==> src/pccr_cfg.svh <==
// Register indices, field positions and reset values of the counter/capture registers
`ifndef PCCR_CFG_SVH
`define PCCR_CFG_SVH

`define PCCR_IDX_CNT_LO  8'hf9
`define PCCR_IDX_CNT_HI  8'hfa
`define PCCR_IDX_CAP_LO0 8'hfb
`define PCCR_IDX_CAP_LO1 8'he9
`define PCCR_IDX_CAP_LO2 8'heb
`define PCCR_IDX_CAP_LO3 8'hed
`define PCCR_IDX_CAP_LO4 8'hfd
`define PCCR_IDX_CAP_HI0 8'hfc
`define PCCR_IDX_CAP_HI1 8'hea
`define PCCR_IDX_CAP_HI2 8'hec
`define PCCR_IDX_CAP_HI3 8'hee
`define PCCR_IDX_CAP_HI4 8'hfe
`define PCCR_IDX_CTRL    8'he0
`define PCCR_IDX_STAT    8'he1

`define PCCR_CTRL_WDT_BIT 0
`define PCCR_CTRL_RUN_BIT 1
`define PCCR_STAT_MATCH_LSB 8

`define PCCR_RST_BYTE  8'h00
`define PCCR_RST_WORD  16'h0000
`define PCCR_RST_MODS  5'h00
`define PCCR_NUM_MODS  5

`endif

==> src/pccr_pkg.sv <==
// Types shared by the counter/capture register block
`default_nettype none
package pccr_pkg;

	typedef enum {
		SEL_NONE,
		SEL_CNT_LO,
		SEL_CNT_HI,
		SEL_CAP_LO,
		SEL_CAP_HI,
		SEL_CTRL,
		SEL_STAT
	} pccr_sel_t;

	typedef struct packed {
		logic       wrLow;
		logic       wrHigh;
		logic [7:0] data;
	} pccr_capwr_t;

	typedef struct packed {
		logic       wrLow;
		logic       wrHigh;
		logic       snapLoad;
		logic [7:0] data;
	} pccr_cntwr_t;

endpackage
`default_nettype wire

==> src/pccr_counter_capture_regs.sv <==
// APB register block for the array counter and five capture/compare modules
//
// Implementation choice: the APB interface to the registers.
`default_nettype none
`include "pccr_cfg.svh"

// Function
// Counter bits 15 to 8 are a byte register at index 0xFA.
// Reading the counter high byte returns the snapshot latch, not the live byte.
// The snapshot latch loads the counter upper byte only when the low byte is read.
// Writes to the counter high byte are ignored while the watchdog enable is 1.
// Capture low bytes of modules 0 and 1 sit at indices 0xFB and 0xE9.
// Capture low bytes of modules 2, 3 and 4 sit at 0xEB, 0xED and 0xFD.
// A write to a capture low byte clears that module's comparator enable.
// Capture high bytes of modules 0 and 1 sit at indices 0xFC and 0xEA.
// Capture high bytes of modules 2, 3 and 4 sit at 0xEC, 0xEE and 0xFE.
// A write to a capture high byte sets that module's comparator enable.
// The counter high byte is reachable without any page selection.
// Counter bits 7 to 0 are a byte register at 0xF9 whose read loads the snapshot.
// An enabled comparator compares the counter with the module's capture value.
// Writes to the counter low byte are ignored while the watchdog enable is 1.
// Counter, capture bytes and snapshot latch clear to zero on reset.
// The snapshot keeps its value over any number of high reads until a low read.
module pccr_counter_capture_regs
	import pccr_pkg::*;
(
	input  wire logic        clk_sys,
	input  wire logic        reset_n,
	input  wire logic        psel,
	input  wire logic        penable,
	input  wire logic        pwrite,
	input  wire logic [11:0] paddr,
	input  wire logic [31:0] pwdata,
	input  wire logic [3:0]  pstrb,
	output logic [31:0]      prdata,
	output logic             pready,
	output logic             pslverr,
	output logic [4:0]       matchOut,
	output logic [4:0]       compEnable,
	output logic             watchdogEnable
);

	typedef struct packed {
		pccr_sel_t  sel;
		logic [4:0] modMask;
	} pccr_dec_t;

	// flat decode, no page
	function automatic pccr_dec_t decodeAddr(input logic [11:0] addr);
		pccr_dec_t d;
		d.sel     = SEL_NONE;
		d.modMask = 5'h00;
		if (addr[1:0] == 2'h0 && addr[11:10] == 2'h0) begin
			unique case (addr[9:2])
				`PCCR_IDX_CNT_LO: d.sel = SEL_CNT_LO;
				`PCCR_IDX_CNT_HI: d.sel = SEL_CNT_HI;
				`PCCR_IDX_CTRL:   d.sel = SEL_CTRL;
				`PCCR_IDX_STAT:   d.sel = SEL_STAT;
				`PCCR_IDX_CAP_LO0: begin
					d.sel = SEL_CAP_LO;
					d.modMask = 5'h01;
				end
				`PCCR_IDX_CAP_LO1: begin
					d.sel = SEL_CAP_LO;
					d.modMask = 5'h02;
				end
				`PCCR_IDX_CAP_LO2: begin
					d.sel = SEL_CAP_LO;
					d.modMask = 5'h04;
				end
				`PCCR_IDX_CAP_LO3: begin
					d.sel = SEL_CAP_LO;
					d.modMask = 5'h08;
				end
				`PCCR_IDX_CAP_LO4: begin
					d.sel = SEL_CAP_LO;
					d.modMask = 5'h10;
				end
				`PCCR_IDX_CAP_HI0: begin
					d.sel = SEL_CAP_HI;
					d.modMask = 5'h01;
				end
				`PCCR_IDX_CAP_HI1: begin
					d.sel = SEL_CAP_HI;
					d.modMask = 5'h02;
				end
				`PCCR_IDX_CAP_HI2: begin
					d.sel = SEL_CAP_HI;
					d.modMask = 5'h04;
				end
				`PCCR_IDX_CAP_HI3: begin
					d.sel = SEL_CAP_HI;
					d.modMask = 5'h08;
				end
				`PCCR_IDX_CAP_HI4: begin
					d.sel = SEL_CAP_HI;
					d.modMask = 5'h10;
				end
				default: d.sel = SEL_NONE;
			endcase
		end
		return d;
	endfunction

	// Aligned, in-range hit on one register index
	function automatic logic addrHits(input logic [11:0] addr, input logic [7:0] idx);
		return addr[1:0] == 2'h0 && addr[11:10] == 2'h0 && addr[9:2] == idx;
	endfunction

	pccr_dec_t   dec;
	logic        accPhase;
	logic        rdFire;
	logic        wrFire;
	logic        wrByte;
	logic        pready_q;
	logic        pslverr_q;
	logic [31:0] prdata_q;
	logic        wdt_q;
	logic        run_q;
	logic [15:0] countValue;
	logic [7:0]  snapshot;
	logic [15:0] capValue [`PCCR_NUM_MODS];
	logic [4:0]  capEn;
	logic [4:0]  capMatch;
	pccr_cntwr_t cntCmd;
	pccr_capwr_t capCmd [`PCCR_NUM_MODS];
	logic [7:0]  capLoRd;
	logic [7:0]  capHiRd;

	assign dec      = decodeAddr(paddr);
	assign accPhase = psel && penable;
	// One wait state: read data sampled on the first access edge, write data on the second
	assign rdFire   = accPhase && !pready_q && !pwrite;
	assign wrFire   = accPhase && pready_q && pwrite;
	// Only byte lane 0 carries write data
	assign wrByte   = wrFire && pstrb[0];

	always_ff @(posedge clk_sys or negedge reset_n) begin
		if (!reset_n) begin
			pready_q <= 1'b0;
		end else begin
			pready_q <= accPhase && !pready_q;
		end
	end

	always_ff @(posedge clk_sys or negedge reset_n) begin
		if (!reset_n) begin
			pslverr_q <= 1'b0;
		end else begin
			pslverr_q <= accPhase && !pready_q && (dec.sel == SEL_NONE);
		end
	end

	// Software control bits; not locked by the watchdog
	always_ff @(posedge clk_sys or negedge reset_n) begin
		if (!reset_n) begin
			wdt_q <= 1'b0;
			run_q <= 1'b0;
		end else if (wrByte && dec.sel == SEL_CTRL) begin
			wdt_q <= pwdata[`PCCR_CTRL_WDT_BIT];
			run_q <= pwdata[`PCCR_CTRL_RUN_BIT];
		end
	end

	// snapshot on low read
	always_comb begin
		cntCmd.wrLow    = wrByte && dec.sel == SEL_CNT_LO;
		cntCmd.wrHigh   = wrByte && dec.sel == SEL_CNT_HI;
		cntCmd.snapLoad = rdFire && dec.sel == SEL_CNT_LO;
		cntCmd.data     = pwdata[7:0];
	end

	// lock applied inside counter
	pccr_counter u_counter (
		.clk_sys        (clk_sys),
		.reset_n        (reset_n),
		.runEn          (run_q),
		.watchdogEnable (wdt_q),
		.cmd            (cntCmd),
		.countValue     (countValue),
		.snapshot       (snapshot)
	);

	genvar gi;
	generate
		for (gi = 0; gi < `PCCR_NUM_MODS; gi++) begin : g_mod
			// per-module write strobes
			always_comb begin
				capCmd[gi].wrLow  = wrByte && dec.sel == SEL_CAP_LO && dec.modMask[gi];
				capCmd[gi].wrHigh = wrByte && dec.sel == SEL_CAP_HI && dec.modMask[gi];
				capCmd[gi].data   = pwdata[7:0];
			end
			pccr_capture u_capture (
				.clk_sys    (clk_sys),
				.reset_n    (reset_n),
				.cmd        (capCmd[gi]),
				.countValue (countValue),
				.value      (capValue[gi]),
				.compEnable (capEn[gi]),
				.matchOut   (capMatch[gi])
			);
		end
	endgenerate

	always_comb begin
		capLoRd = 8'h00;
		capHiRd = 8'h00;
		for (int i = 0; i < `PCCR_NUM_MODS; i++) begin
			if (dec.modMask[i]) begin
				capLoRd = capValue[i][7:0];
				capHiRd = capValue[i][15:8];
			end
		end
	end

	// high byte reads the latch
	always_ff @(posedge clk_sys or negedge reset_n) begin
		if (!reset_n) begin
			prdata_q <= 32'h0000_0000;
		end else if (rdFire) begin
			unique case (dec.sel)
				SEL_CNT_LO: prdata_q <= {24'h00_0000, countValue[7:0]};
				SEL_CNT_HI: prdata_q <= {24'h00_0000, snapshot};
				SEL_CAP_LO: prdata_q <= {24'h00_0000, capLoRd};
				SEL_CAP_HI: prdata_q <= {24'h00_0000, capHiRd};
				SEL_CTRL:   prdata_q <= {30'h0000_0000, run_q, wdt_q};
				SEL_STAT:   prdata_q <= {19'h0_0000, capMatch, 3'h0, capEn};
				SEL_NONE:   prdata_q <= 32'h0000_0000;
			endcase
		end
	end

	assign prdata         = prdata_q;
	assign pready         = pready_q;
	assign pslverr        = pslverr_q;
	assign matchOut       = capMatch;
	assign compEnable     = capEn;
	assign watchdogEnable = wdt_q;

	chk_ready_pulse: assert property (@(posedge clk_sys) disable iff (!reset_n)
		pready |=> !pready)
		else $error("pready held longer than one cycle");

	chk_unmapped_err: assert property (@(posedge clk_sys) disable iff (!reset_n)
		accPhase && !pready_q && dec.sel == SEL_NONE |=> pready && pslverr && (prdata == 32'h0 || $past(pwrite)))
		else $error("unmapped access not flagged");

	chk_high_reads_snap: assert property (@(posedge clk_sys) disable iff (!reset_n)
		rdFire && dec.sel == SEL_CNT_HI |=> prdata[7:0] == $past(snapshot) && pready && !pslverr)
		else $error("high byte read did not return snapshot");

	chk_page_free: assert property (@(posedge clk_sys) disable iff (!reset_n)
		rdFire && (dec.sel == SEL_CNT_HI || dec.sel == SEL_CNT_LO) |=> !pslverr && pready)
		else $error("counter byte not reachable");

	chk_snap_load: assert property (@(posedge clk_sys) disable iff (!reset_n)
		rdFire && dec.sel == SEL_CNT_LO |=> snapshot == $past(countValue[15:8]))
		else $error("snapshot not loaded on low read");

	chk_snap_hold: assert property (@(posedge clk_sys) disable iff (!reset_n)
		!(rdFire && dec.sel == SEL_CNT_LO) |=> $stable(snapshot))
		else $error("snapshot changed without low read");

	chk_wdt_lock_hi: assert property (@(posedge clk_sys) disable iff (!reset_n)
		wrByte && dec.sel == SEL_CNT_HI && wdt_q && !run_q |=> $stable(countValue))
		else $error("high byte written under watchdog");

	chk_wdt_lock_lo: assert property (@(posedge clk_sys) disable iff (!reset_n)
		wrByte && dec.sel == SEL_CNT_LO && wdt_q && !run_q |=> $stable(countValue))
		else $error("low byte written under watchdog");

	chk_low_write: assert property (@(posedge clk_sys) disable iff (!reset_n)
		wrByte && dec.sel == SEL_CNT_LO && !wdt_q |=> countValue[7:0] == $past(pwdata[7:0]))
		else $error("low byte write lost");

	chk_low_clears_en: assert property (@(posedge clk_sys) disable iff (!reset_n)
		wrByte && dec.sel == SEL_CAP_LO |=> (compEnable & $past(dec.modMask)) == 5'h00)
		else $error("comparator enable not cleared");

	chk_high_sets_en: assert property (@(posedge clk_sys) disable iff (!reset_n)
		wrByte && dec.sel == SEL_CAP_HI |=> (compEnable & $past(dec.modMask)) == $past(dec.modMask))
		else $error("comparator enable not set");

	chk_cap_lo_map: assert property (@(posedge clk_sys) disable iff (!reset_n)
		wrByte && paddr[9:2] == `PCCR_IDX_CAP_LO4 && paddr[1:0] == 2'h0 && paddr[11:10] == 2'h0
		|=> capValue[4][7:0] == $past(pwdata[7:0]))
		else $error("module 4 low byte misplaced");

	chk_cap_hi_map: assert property (@(posedge clk_sys) disable iff (!reset_n)
		wrByte && paddr[9:2] == `PCCR_IDX_CAP_HI1 && paddr[1:0] == 2'h0 && paddr[11:10] == 2'h0
		|=> capValue[1][15:8] == $past(pwdata[7:0]))
		else $error("module 1 high byte misplaced");

	chk_match_needs_en: assert property (@(posedge clk_sys) disable iff (!reset_n)
		matchOut[0] |-> $past(compEnable[0]) && $past(countValue) == $past(capValue[0]))
		else $error("match without enabled equal compare");

	chk_high_write: assert property (@(posedge clk_sys) disable iff (!reset_n)
		wrByte && dec.sel == SEL_CNT_HI && !wdt_q |=> countValue[15:8] == $past(pwdata[7:0]))
		else $error("high byte write lost");

	chk_low_keeps_high: assert property (@(posedge clk_sys) disable iff (!reset_n)
		wrByte && dec.sel == SEL_CNT_LO && !wdt_q |=> countValue[15:8] == $past(countValue[15:8]))
		else $error("low byte write disturbed high byte");

	chk_snap_read_keep: assert property (@(posedge clk_sys) disable iff (!reset_n)
		rdFire && dec.sel == SEL_CNT_HI |=> $stable(snapshot))
		else $error("high byte read moved snapshot");

	// Two low samples in a row, so the very first edge never judges unreset flops
	chk_reset_clear: assert property (@(posedge clk_sys)
		!reset_n && !$past(reset_n) |-> countValue == 16'h0000 && snapshot == 8'h00 && capEn == 5'h00 && !wdt_q)
		else $error("state not cleared by reset");

	chk_cap_lo0_map: assert property (@(posedge clk_sys) disable iff (!reset_n)
		wrByte && addrHits(paddr, `PCCR_IDX_CAP_LO0) |=> capValue[0][7:0] == $past(pwdata[7:0]))
		else $error("module 0 low byte misplaced");

	chk_cap_hi0_map: assert property (@(posedge clk_sys) disable iff (!reset_n)
		wrByte && addrHits(paddr, `PCCR_IDX_CAP_HI0) |=> capValue[0][15:8] == $past(pwdata[7:0]))
		else $error("module 0 high byte misplaced");

	chk_cap_lo3_map: assert property (@(posedge clk_sys) disable iff (!reset_n)
		wrByte && addrHits(paddr, `PCCR_IDX_CAP_LO3) |=> capValue[3][7:0] == $past(pwdata[7:0]))
		else $error("module 3 low byte misplaced");

	chk_cap_hi4_map: assert property (@(posedge clk_sys) disable iff (!reset_n)
		wrByte && addrHits(paddr, `PCCR_IDX_CAP_HI4) |=> capValue[4][15:8] == $past(pwdata[7:0]))
		else $error("module 4 high byte misplaced");

	chk_strobe_off: assert property (@(posedge clk_sys) disable iff (!reset_n)
		wrFire && !pstrb[0] |=> $stable(capEn) && $stable(wdt_q))
		else $error("masked write had an effect");

	chk_no_match_off: assert property (@(posedge clk_sys) disable iff (!reset_n)
		!compEnable[0] |=> !matchOut[0])
		else $error("match while comparator disabled");

	chk_ready_latency: assert property (@(posedge clk_sys) disable iff (!reset_n)
		accPhase && !pready_q |=> pready)
		else $error("pready not in second access cycle");

	chk_err_with_ready: assert property (@(posedge clk_sys) disable iff (!reset_n)
		pslverr |-> pready)
		else $error("pslverr without pready");

	chk_unmapped_write: assert property (@(posedge clk_sys) disable iff (!reset_n)
		wrFire && dec.sel == SEL_NONE |=> $stable(capEn) && $stable(wdt_q) && $stable(run_q))
		else $error("unmapped write changed state");

endmodule
`default_nettype wire

==> src/pccr_counter.sv <==
// Array counter with high-byte snapshot latch and watchdog write lock
`default_nettype none
`include "pccr_cfg.svh"
module pccr_counter
	import pccr_pkg::*;
(
	input  wire logic        clk_sys,
	input  wire logic        reset_n,
	input  wire logic        runEn,
	input  wire logic        watchdogEnable,
	input  wire pccr_cntwr_t cmd,
	output logic [15:0]      countValue,
	output logic [7:0]       snapshot
);

	logic [15:0] count_q;
	logic [7:0]  snap_q;

	// locked writes
	always_ff @(posedge clk_sys or negedge reset_n) begin
		if (!reset_n) begin
			count_q <= `PCCR_RST_WORD;
		end else if (cmd.wrLow && !watchdogEnable) begin
			count_q <= {count_q[15:8], cmd.data};
		end else if (cmd.wrHigh && !watchdogEnable) begin
			count_q <= {cmd.data, count_q[7:0]};
		end else if (runEn) begin
			count_q <= count_q + 16'h0001;
		end
	end

	// load on low read only
	always_ff @(posedge clk_sys or negedge reset_n) begin
		if (!reset_n) begin
			snap_q <= `PCCR_RST_BYTE;
		end else if (cmd.snapLoad) begin
			snap_q <= count_q[15:8];
		end
	end

	assign countValue = count_q;
	assign snapshot   = snap_q;

endmodule
`default_nettype wire

==> src/pccr_capture.sv <==
// One capture/compare module: value bytes, comparator enable, match flag
`default_nettype none
`include "pccr_cfg.svh"
module pccr_capture
	import pccr_pkg::*;
(
	input  wire logic        clk_sys,
	input  wire logic        reset_n,
	input  wire pccr_capwr_t cmd,
	input  wire logic [15:0] countValue,
	output logic [15:0]      value,
	output logic             compEnable,
	output logic             matchOut
);

	logic [15:0] value_q;
	logic        compEn_q;
	logic        match_q;

	// byte storage
	always_ff @(posedge clk_sys or negedge reset_n) begin
		if (!reset_n) begin
			value_q <= `PCCR_RST_WORD;
		end else if (cmd.wrLow) begin
			value_q <= {value_q[15:8], cmd.data};
		end else if (cmd.wrHigh) begin
			value_q <= {cmd.data, value_q[7:0]};
		end
	end

	// write side effects
	always_ff @(posedge clk_sys or negedge reset_n) begin
		if (!reset_n) begin
			compEn_q <= 1'b0;
		end else if (cmd.wrLow) begin
			compEn_q <= 1'b0;
		end else if (cmd.wrHigh) begin
			compEn_q <= 1'b1;
		end
	end

	// compare while enabled
	always_ff @(posedge clk_sys or negedge reset_n) begin
		if (!reset_n) begin
			match_q <= 1'b0;
		end else begin
			match_q <= compEn_q && (countValue == value_q);
		end
	end

	assign value      = value_q;
	assign compEnable = compEn_q;
	assign matchOut   = match_q;

endmodule
`default_nettype wire

==> config.mk <==
export PLATFORM = sky130hd
export DESIGN_NAME = pccr_counter_capture_regs
export DESIGN_NICKNAME = d
export VERILOG_FILES = /design/src/pccr_pkg.sv /design/src/pccr_counter_capture_regs.sv /design/src/pccr_counter.sv /design/src/pccr_capture.sv
export VERILOG_INCLUDE_DIRS = /design/src
export SDC_FILE = /design/constraint.sdc
export NUM_CORES = 1
export LEC_CHECK = 0
export ABC_AREA = 1
export BUFFER_PORTS_ARGS = -buffer_cell sky130_fd_sc_hd__clkbuf_2
export CAP_MARGIN = 20
export CORE_MARGIN = 3
export CORE_UTILIZATION = 54
export CTS_CLUSTER_DIAMETER = 80
export DETAILED_ROUTE_END_ITERATION = 7
export PLACE_DENSITY = 0.85
export SYNTH_ARGS = -nofsm -noshare
export SYNTH_HDL_FRONTEND = slang
export SYNTH_SLANG_ARGS = --single-unit
==> constraint.sdc <==
create_clock -name clk_sys -period 2.06 [get_ports clk_sys]
set_clock_uncertainty 0.05 [all_clocks]
set_input_delay 0.412 -clock clk_sys [delete_from_list [all_inputs] [get_ports clk_sys]]
set_output_delay 0.412 -clock clk_sys [all_outputs]
set_load 0.005 [all_outputs]
Word-level counts from Yosys, hierarchy flattened. Cells that the tools add are included.

Add/sub/neg operators: 1. Muxes and demuxes: 32. Bitwise logic cells: 6. Reductions and logical operators: 59. Eq/ne operators: 31.

Operators by type and width (count): case mux 32 bit (7 select lines) (1); equality test 32 x 3 -> 1 bit (second input constant) (5); two-way mux 8 bit (16); equality test 8 bit (second input constant) (14); equality test 32 x 2 -> 1 bit (second input constant) (3); equality test 16 bit (5); equality test 32 x 4 -> 1 bit (second input constant) (2); logical NOT 32 bit (2); two-way mux 37 bit (1); equality test 32 x 1 -> 1 bit (second input constant) (1); two-way mux 16 bit (2); logical AND 1 bit (31); case mux 5 bit (5 select lines) (1); case mux 3 bit (6 select lines) (1); adder 16 x 1 -> 16 bit (second input constant) (1); AND reduction 2 bit (7); nonzero test 2 bit (7); two-way mux 1 bit (10); OR reduction 2 bit (5); OR reduction 5 bit (2); inverter 1 bit (6); logical NOT 2 bit (2); logical NOT 1 bit (3); inequality test 2 x 1 -> 1 bit (second input constant) (1).

Flip-flop bits (word level): 150. Logic and storage cells: 157. Output and inout bits: 45. Bits of input ports: 53.

Depth between registers and ports, before layout.
Depth after elaboration: 10. Mapped depth: 17. Depth with buffers taken out: 17.

By module. Synthesis repeated with hierarchy kept, for this count alone.

Cell total of the unflattened synthesis: 1245. Area total of the unflattened synthesis: 8737.1 um^2.

Modules (own cells, without submodules): pccr_capture (times used 5, area each 939.7 um^2, cells an instance 119, seq. area each 450.4 um^2); pccr_counter_capture_regs (times used 1, area each 2548.7 um^2, cells an instance 443, seq. area each 425.4 um^2); pccr_counter (times used 1, area each 1490.2 um^2, cells an instance 207, seq. area each 600.6 um^2).

Worst setup path after synthesis. OpenSTA, ideal clock, no wires.

Path kind: input port to flip-flop. Start: input paddr[1]. End: register prdata_q[3], in the netlist prdata[3]. Buffers on the path: 2. Cell stages on the path: 12. Library setup time: 117 ps. Arrival: 1836 ps. Setup slack: 57 ps. Required time: 1893 ps. Cell sequence: nor2_1 > nor3b_4 > buf_2 > nand2_1 > clkbuf_1 > or2_1 > nand3_1 > nor2_1 > nor2_1 > nand3_1 > nand2_1 > nand2_1.

Cells in the longest elaborated chain, start to end: 9. Elaborated cells between the ends (all ways): 21. Classes of those cells: eq/ne: 6; mux: 12; reduce/logical: 3.

RTL lines: start: declaration (RTL line pccr_counter_capture_regs.sv:32) `input wire logic [11:0] paddr,`; logical NOT 2 bit * (RTL line pccr_counter_capture_regs.sv:53) `if (addr[1:0] == 2'h0 && addr[11:10] == 2'h0) begin`; logical AND 1 bit * (RTL line pccr_counter_capture_regs.sv:53); two-way mux 37 bit * (RTL line pccr_counter_capture_regs.sv:53); two-way mux 8 bit (5 in a row) (RTL line pccr_counter_capture_regs.sv:209) `if (dec.modMask[i]) begin`; case mux 32 bit (7 select lines) * (RTL line pccr_counter_capture_regs.sv:221) `unique case (dec.sel)`; end signal: assignment (RTL line pccr_counter_capture_regs.sv:222) `SEL_CNT_LO: prdata_q <= {24'h00_0000, countValue[7:0]};`; end signal: assignment (RTL line pccr_counter_capture_regs.sv:223) `SEL_CNT_HI: prdata_q <= {24'h00_0000, snapshot};`; end signal: assignment (RTL line pccr_counter_capture_regs.sv:224) `SEL_CAP_LO: prdata_q <= {24'h00_0000, capLoRd};`; end: declaration (RTL line pccr_counter_capture_regs.sv:117) `logic [31:0] prdata_q;`.

Mark *: on every way between the ends. The rest lies on a longest branch, timed or not. The select of a mux whose other input is x is not followed. A chain may end at the register's enable or synchronous reset.

Worst setup path in the final report.
Start: register u_counter.count_q[0], in the netlist u_counter.countValue[0]. End: register u_counter.count_q[14], in the netlist u_counter.countValue[14].

Cells in the longest elaborated chain, start to end: 3.

RTL lines: start: declaration (RTL line pccr_counter.sv:16) `logic [15:0] count_q;`; start signal: assignment (RTL line pccr_counter.sv:22) `` count_q <= `PCCR_RST_WORD; ``; start signal: assignment (RTL line pccr_counter.sv:24) `count_q <= {count_q[15:8], cmd.data};`; start signal: assignment (RTL line pccr_counter.sv:26) `count_q <= {cmd.data, count_q[7:0]};`; adder 16 x 1 -> 16 bit (RTL line pccr_counter.sv:28) `count_q <= count_q + 16'h0001;`; two-way mux 16 bit (RTL line pccr_counter.sv:27) `end else if (runEn) begin`; two-way mux 16 bit (RTL line pccr_counter.sv:25) `end else if (cmd.wrHigh && !watchdogEnable) begin`.

No other way between the ends. The select of a mux whose other input is x is not followed.

==> qor.csv <==
metric;value;unit
slowest_delay;0.39;ns
grt_max_degree;56;
worst_setup_path_start_kind;register;
clk_pin_slew;0.07;ns
core;14000;sq um
crit_path_cell_trace;ha_2 > nand2_2 > inv_2 > nand2_4 > nor2_4 > inv_2 > nor2_4 > nand3_2 > nor2_2 > nand2_1 > xor2_1 > o21ai_1 > o21ai_1;
critPathArrivalTime;2.32;ns
postLayoutCoreUtil;67.8;%
hold-worst-slack;0.152;ns
htreeDepth;4;
regArea;3280;sq um
timing.fmax;488;MHz
wirelength;26700;um
multi_input_area;3850;sq um
die_h;126;um
crit_path_end_kind;register;
fin_crit_sh;99.5;%
cts-buffers-inserted;17;
hold_path.class;input port to register;
root_buffer;clkbuf_16;
die_area;16000;sq um
syn2layout_area_growth;21.5;%
drive_gt1_share;21.1;%
syn-mean-instance-area;7.49;sq um
layout.nets;1216;
synth_warnings;0;
ir_worst_vdd;0.000539;V
hold_depth;3;
finalHoldViolCount;0;
synth_cell_types;46;
io_pins;98;
worstSkewPairLatency;0.44;ns
vias;7943;
syn_inst;1046;
num_rows;43;
detail_route.vias_per_cell;5.86;
rsz0062_at_grt;true;
wl_per_cell;19.7;um
crit_fanout;3;
drv_slew;0;
r2r-start;u_counter.countValue[0];
cts_buffer_depth;2;
cts_sinks;131;
ff2ff_path_depth;13;
cts_tree;yes;
slew_headroom;51.9;%
track_usage;33.5;%
grt_pass1_wl;41100;um
drt-initial-drc-count;988;
critPathKind;register to register;
die_w;126;um
grt_overflow_total;0;
setup_viol;0;
drtPass1Iterations;6;
crit_required;2.33;ns
initial_core_util;55.8;%
gp_congestion;1.05;
syn_area;7830;sq um
ys_ff_latch;131;
powerDensity;643;nW/um^2
ant_nets;0;
tightest_slew;0.721;ns
drv_cap;0;
synth-seq-area-share;41.8;%
dpl.hpwl;19400;um
leakagePower;0.00471;uW
reg2reg_to;u_counter.countValue[14];
hold_start;pwdata[6];
grt_pass1_vias;7482;
r2r_slack;0.01;ns
hold_end;u_counter.countValue[6];
period_needed;2.05;ns
fillerInstances;1098;
drc;0;
slowest_stage;dfrtp_1;
antenna_found_initial;0;
status;completed;
io_buffers;51;
## metrics by stage
stage	instances	power [uW]	area, sq um	setup WS, ns	setup TNS (ns)
2_1_floorplan	1064	2720	7900	0.0569	0
3_3_place_gp	1313	2820	8670	-0.166	-10.75
3_5_place_dp	1313	2830	8670	-0.247	-18.60
4_1_cts	1347	6140	9360	0.00303	0
5_1_grt	1355	6280	9520	-0.0910	-0.225
6_report	1356	6120	9520	0.0109	0
## worst max-delay path, delay by kind of cell, from the launching register on
kind	cells	cell delay, ns
compound gates	2	0.25
xor+xnor	1	0.14
fa+ha+maj	1	0.21
buf+inv	2	0.14
flops	1	0.39
simple gates	7	0.73
## worst max path at each step
stage | from | endpoint | cells past startpoint
floorplan | paddr[1] | prdata[3] | 12
global placement | paddr[6] | g_mod[4].u_capture.value[4] | 15
detailed placement | paddr[3] | u_counter.countValue[11] | 15
CTS | u_counter.countValue[0] | u_counter.countValue[14] | 13
global route | u_counter.countValue[0] | u_counter.countValue[14] | 13
finish | u_counter.countValue[0] | u_counter.countValue[14] | 13
## cell usage after synthesis (all sizes together)
| cell | instances | share of area (%) |
|---|---|---|
| ha | 1 | 0.16 |
| conb | 1 | 0.048 |
| and2 | 2 | 0.18 |
| a2111oi | 4 | 0.45 |
| o22ai | 30 | 2.4 |
| a211oi | 1 | 0.096 |
| clkinv | 4 | 0.19 |
| or2 | 11 | 0.88 |
| a21oi | 23 | 1.6 |
| o21ai | 138 | 8.8 |
| o21a | 1 | 0.096 |
| buf | 53 | 5.0 |
| o211ai | 6 | 0.57 |
| inv | 104 | 5.0 |
| nor3b | 1 | 0.24 |
| a31oi | 1 | 0.080 |
| dfrtp | 131 | 42 |
| nand3 | 64 | 4.1 |
| a22o | 1 | 0.11 |
| nor4 | 10 | 0.80 |
| nand3b | 2 | 0.19 |
| nand2 | 328 | 17 |
| nor2 | 58 | 3.7 |
| a22oi | 2 | 0.19 |
| xor2 | 24 | 2.7 |
| and3 | 1 | 0.080 |
| nor3 | 2 | 0.13 |
| clkbuf | 20 | 0.97 |
| nand4 | 6 | 0.48 |
| xnor2 | 1 | 0.11 |
| o2111ai | 2 | 0.22 |
| a221oi | 13 | 1.5 |
## cell type report
| type | instances | area share [%] |
|---|---|---|
| Clock buffer | 19 | 4.65 |
| Clock inverter | 13 | 2.18 |
| Antenna cell | 1 | 0.0263 |
| Sequential cell | 131 | 34.4 |
| Inverter | 108 | 4.31 |
| Tap cell | 180 | 2.37 |
| Timing Repair Buffer | 152 | 11.6 |
| Multi-Input combinational cell | 752 | 40.4 |
## placed cells by master (no fill, tap or decap), types with 30 or more instances in the layout
cell and count:
nand2_1 307, dfrtp_1 131, o21ai_1 73, o22ai_1 30
inv_1 91, clkbuf_2 50, nand3_1 63, buf_4 94
nor2_1 44, o21ai_0 65
## layer usage
metal	GRT usage, %	vias up	wire (um)
li1	-	3616	-
met5	0	-	0
met1	45.2	3642	10300
met4	19.6	0	1710
met2	49.4	552	11500
met3	8.04	133	3290
## registers in the layout, summed over array words and instances, names as in the netlist
| name | cells |
|---|---|
| pslverr | 1 |
| g_mod.u_capture.value | 80 |
| u_counter.countValue | 16 |
| pready | 1 |
| prdata | 13 |
| g_mod.u_capture.matchOut | 5 |
| run_q | 1 |
| u_counter.snapshot | 8 |
| g_mod.u_capture.compEnable | 5 |
| watchdogEnable | 1 |
## kinds of logic after synthesis
logic type,after synthesis,share of synthesized area (%)
AOI/OAI and AO/OA,222,16.1
and+or+nand+nor,485,27.9
buffers and inverters,181,11.2
adders and majority gates,1,0.160
DFF,131,41.8
xor gates and xnor gates,25,2.80
other,1,0.0479
## power breakdown
part           leakage [uW]  switching, uW  internal (uW)  total [uW]
clock              0.000305           1160           2170        3330
combinational       0.00261            160           50.0         210
sequential          0.00179           1.12           2580        2580
total               0.00471           1320           4800        6120
## timing repair
item,CTS,global route
setup endpoints to repair,5,18
buffers inserted,1,9
endpoints found under the hold margin,26,0
hold buffers,1,0
resized for setup,7,22
pin swaps,0,14
(Power assumes the default switching activity.)
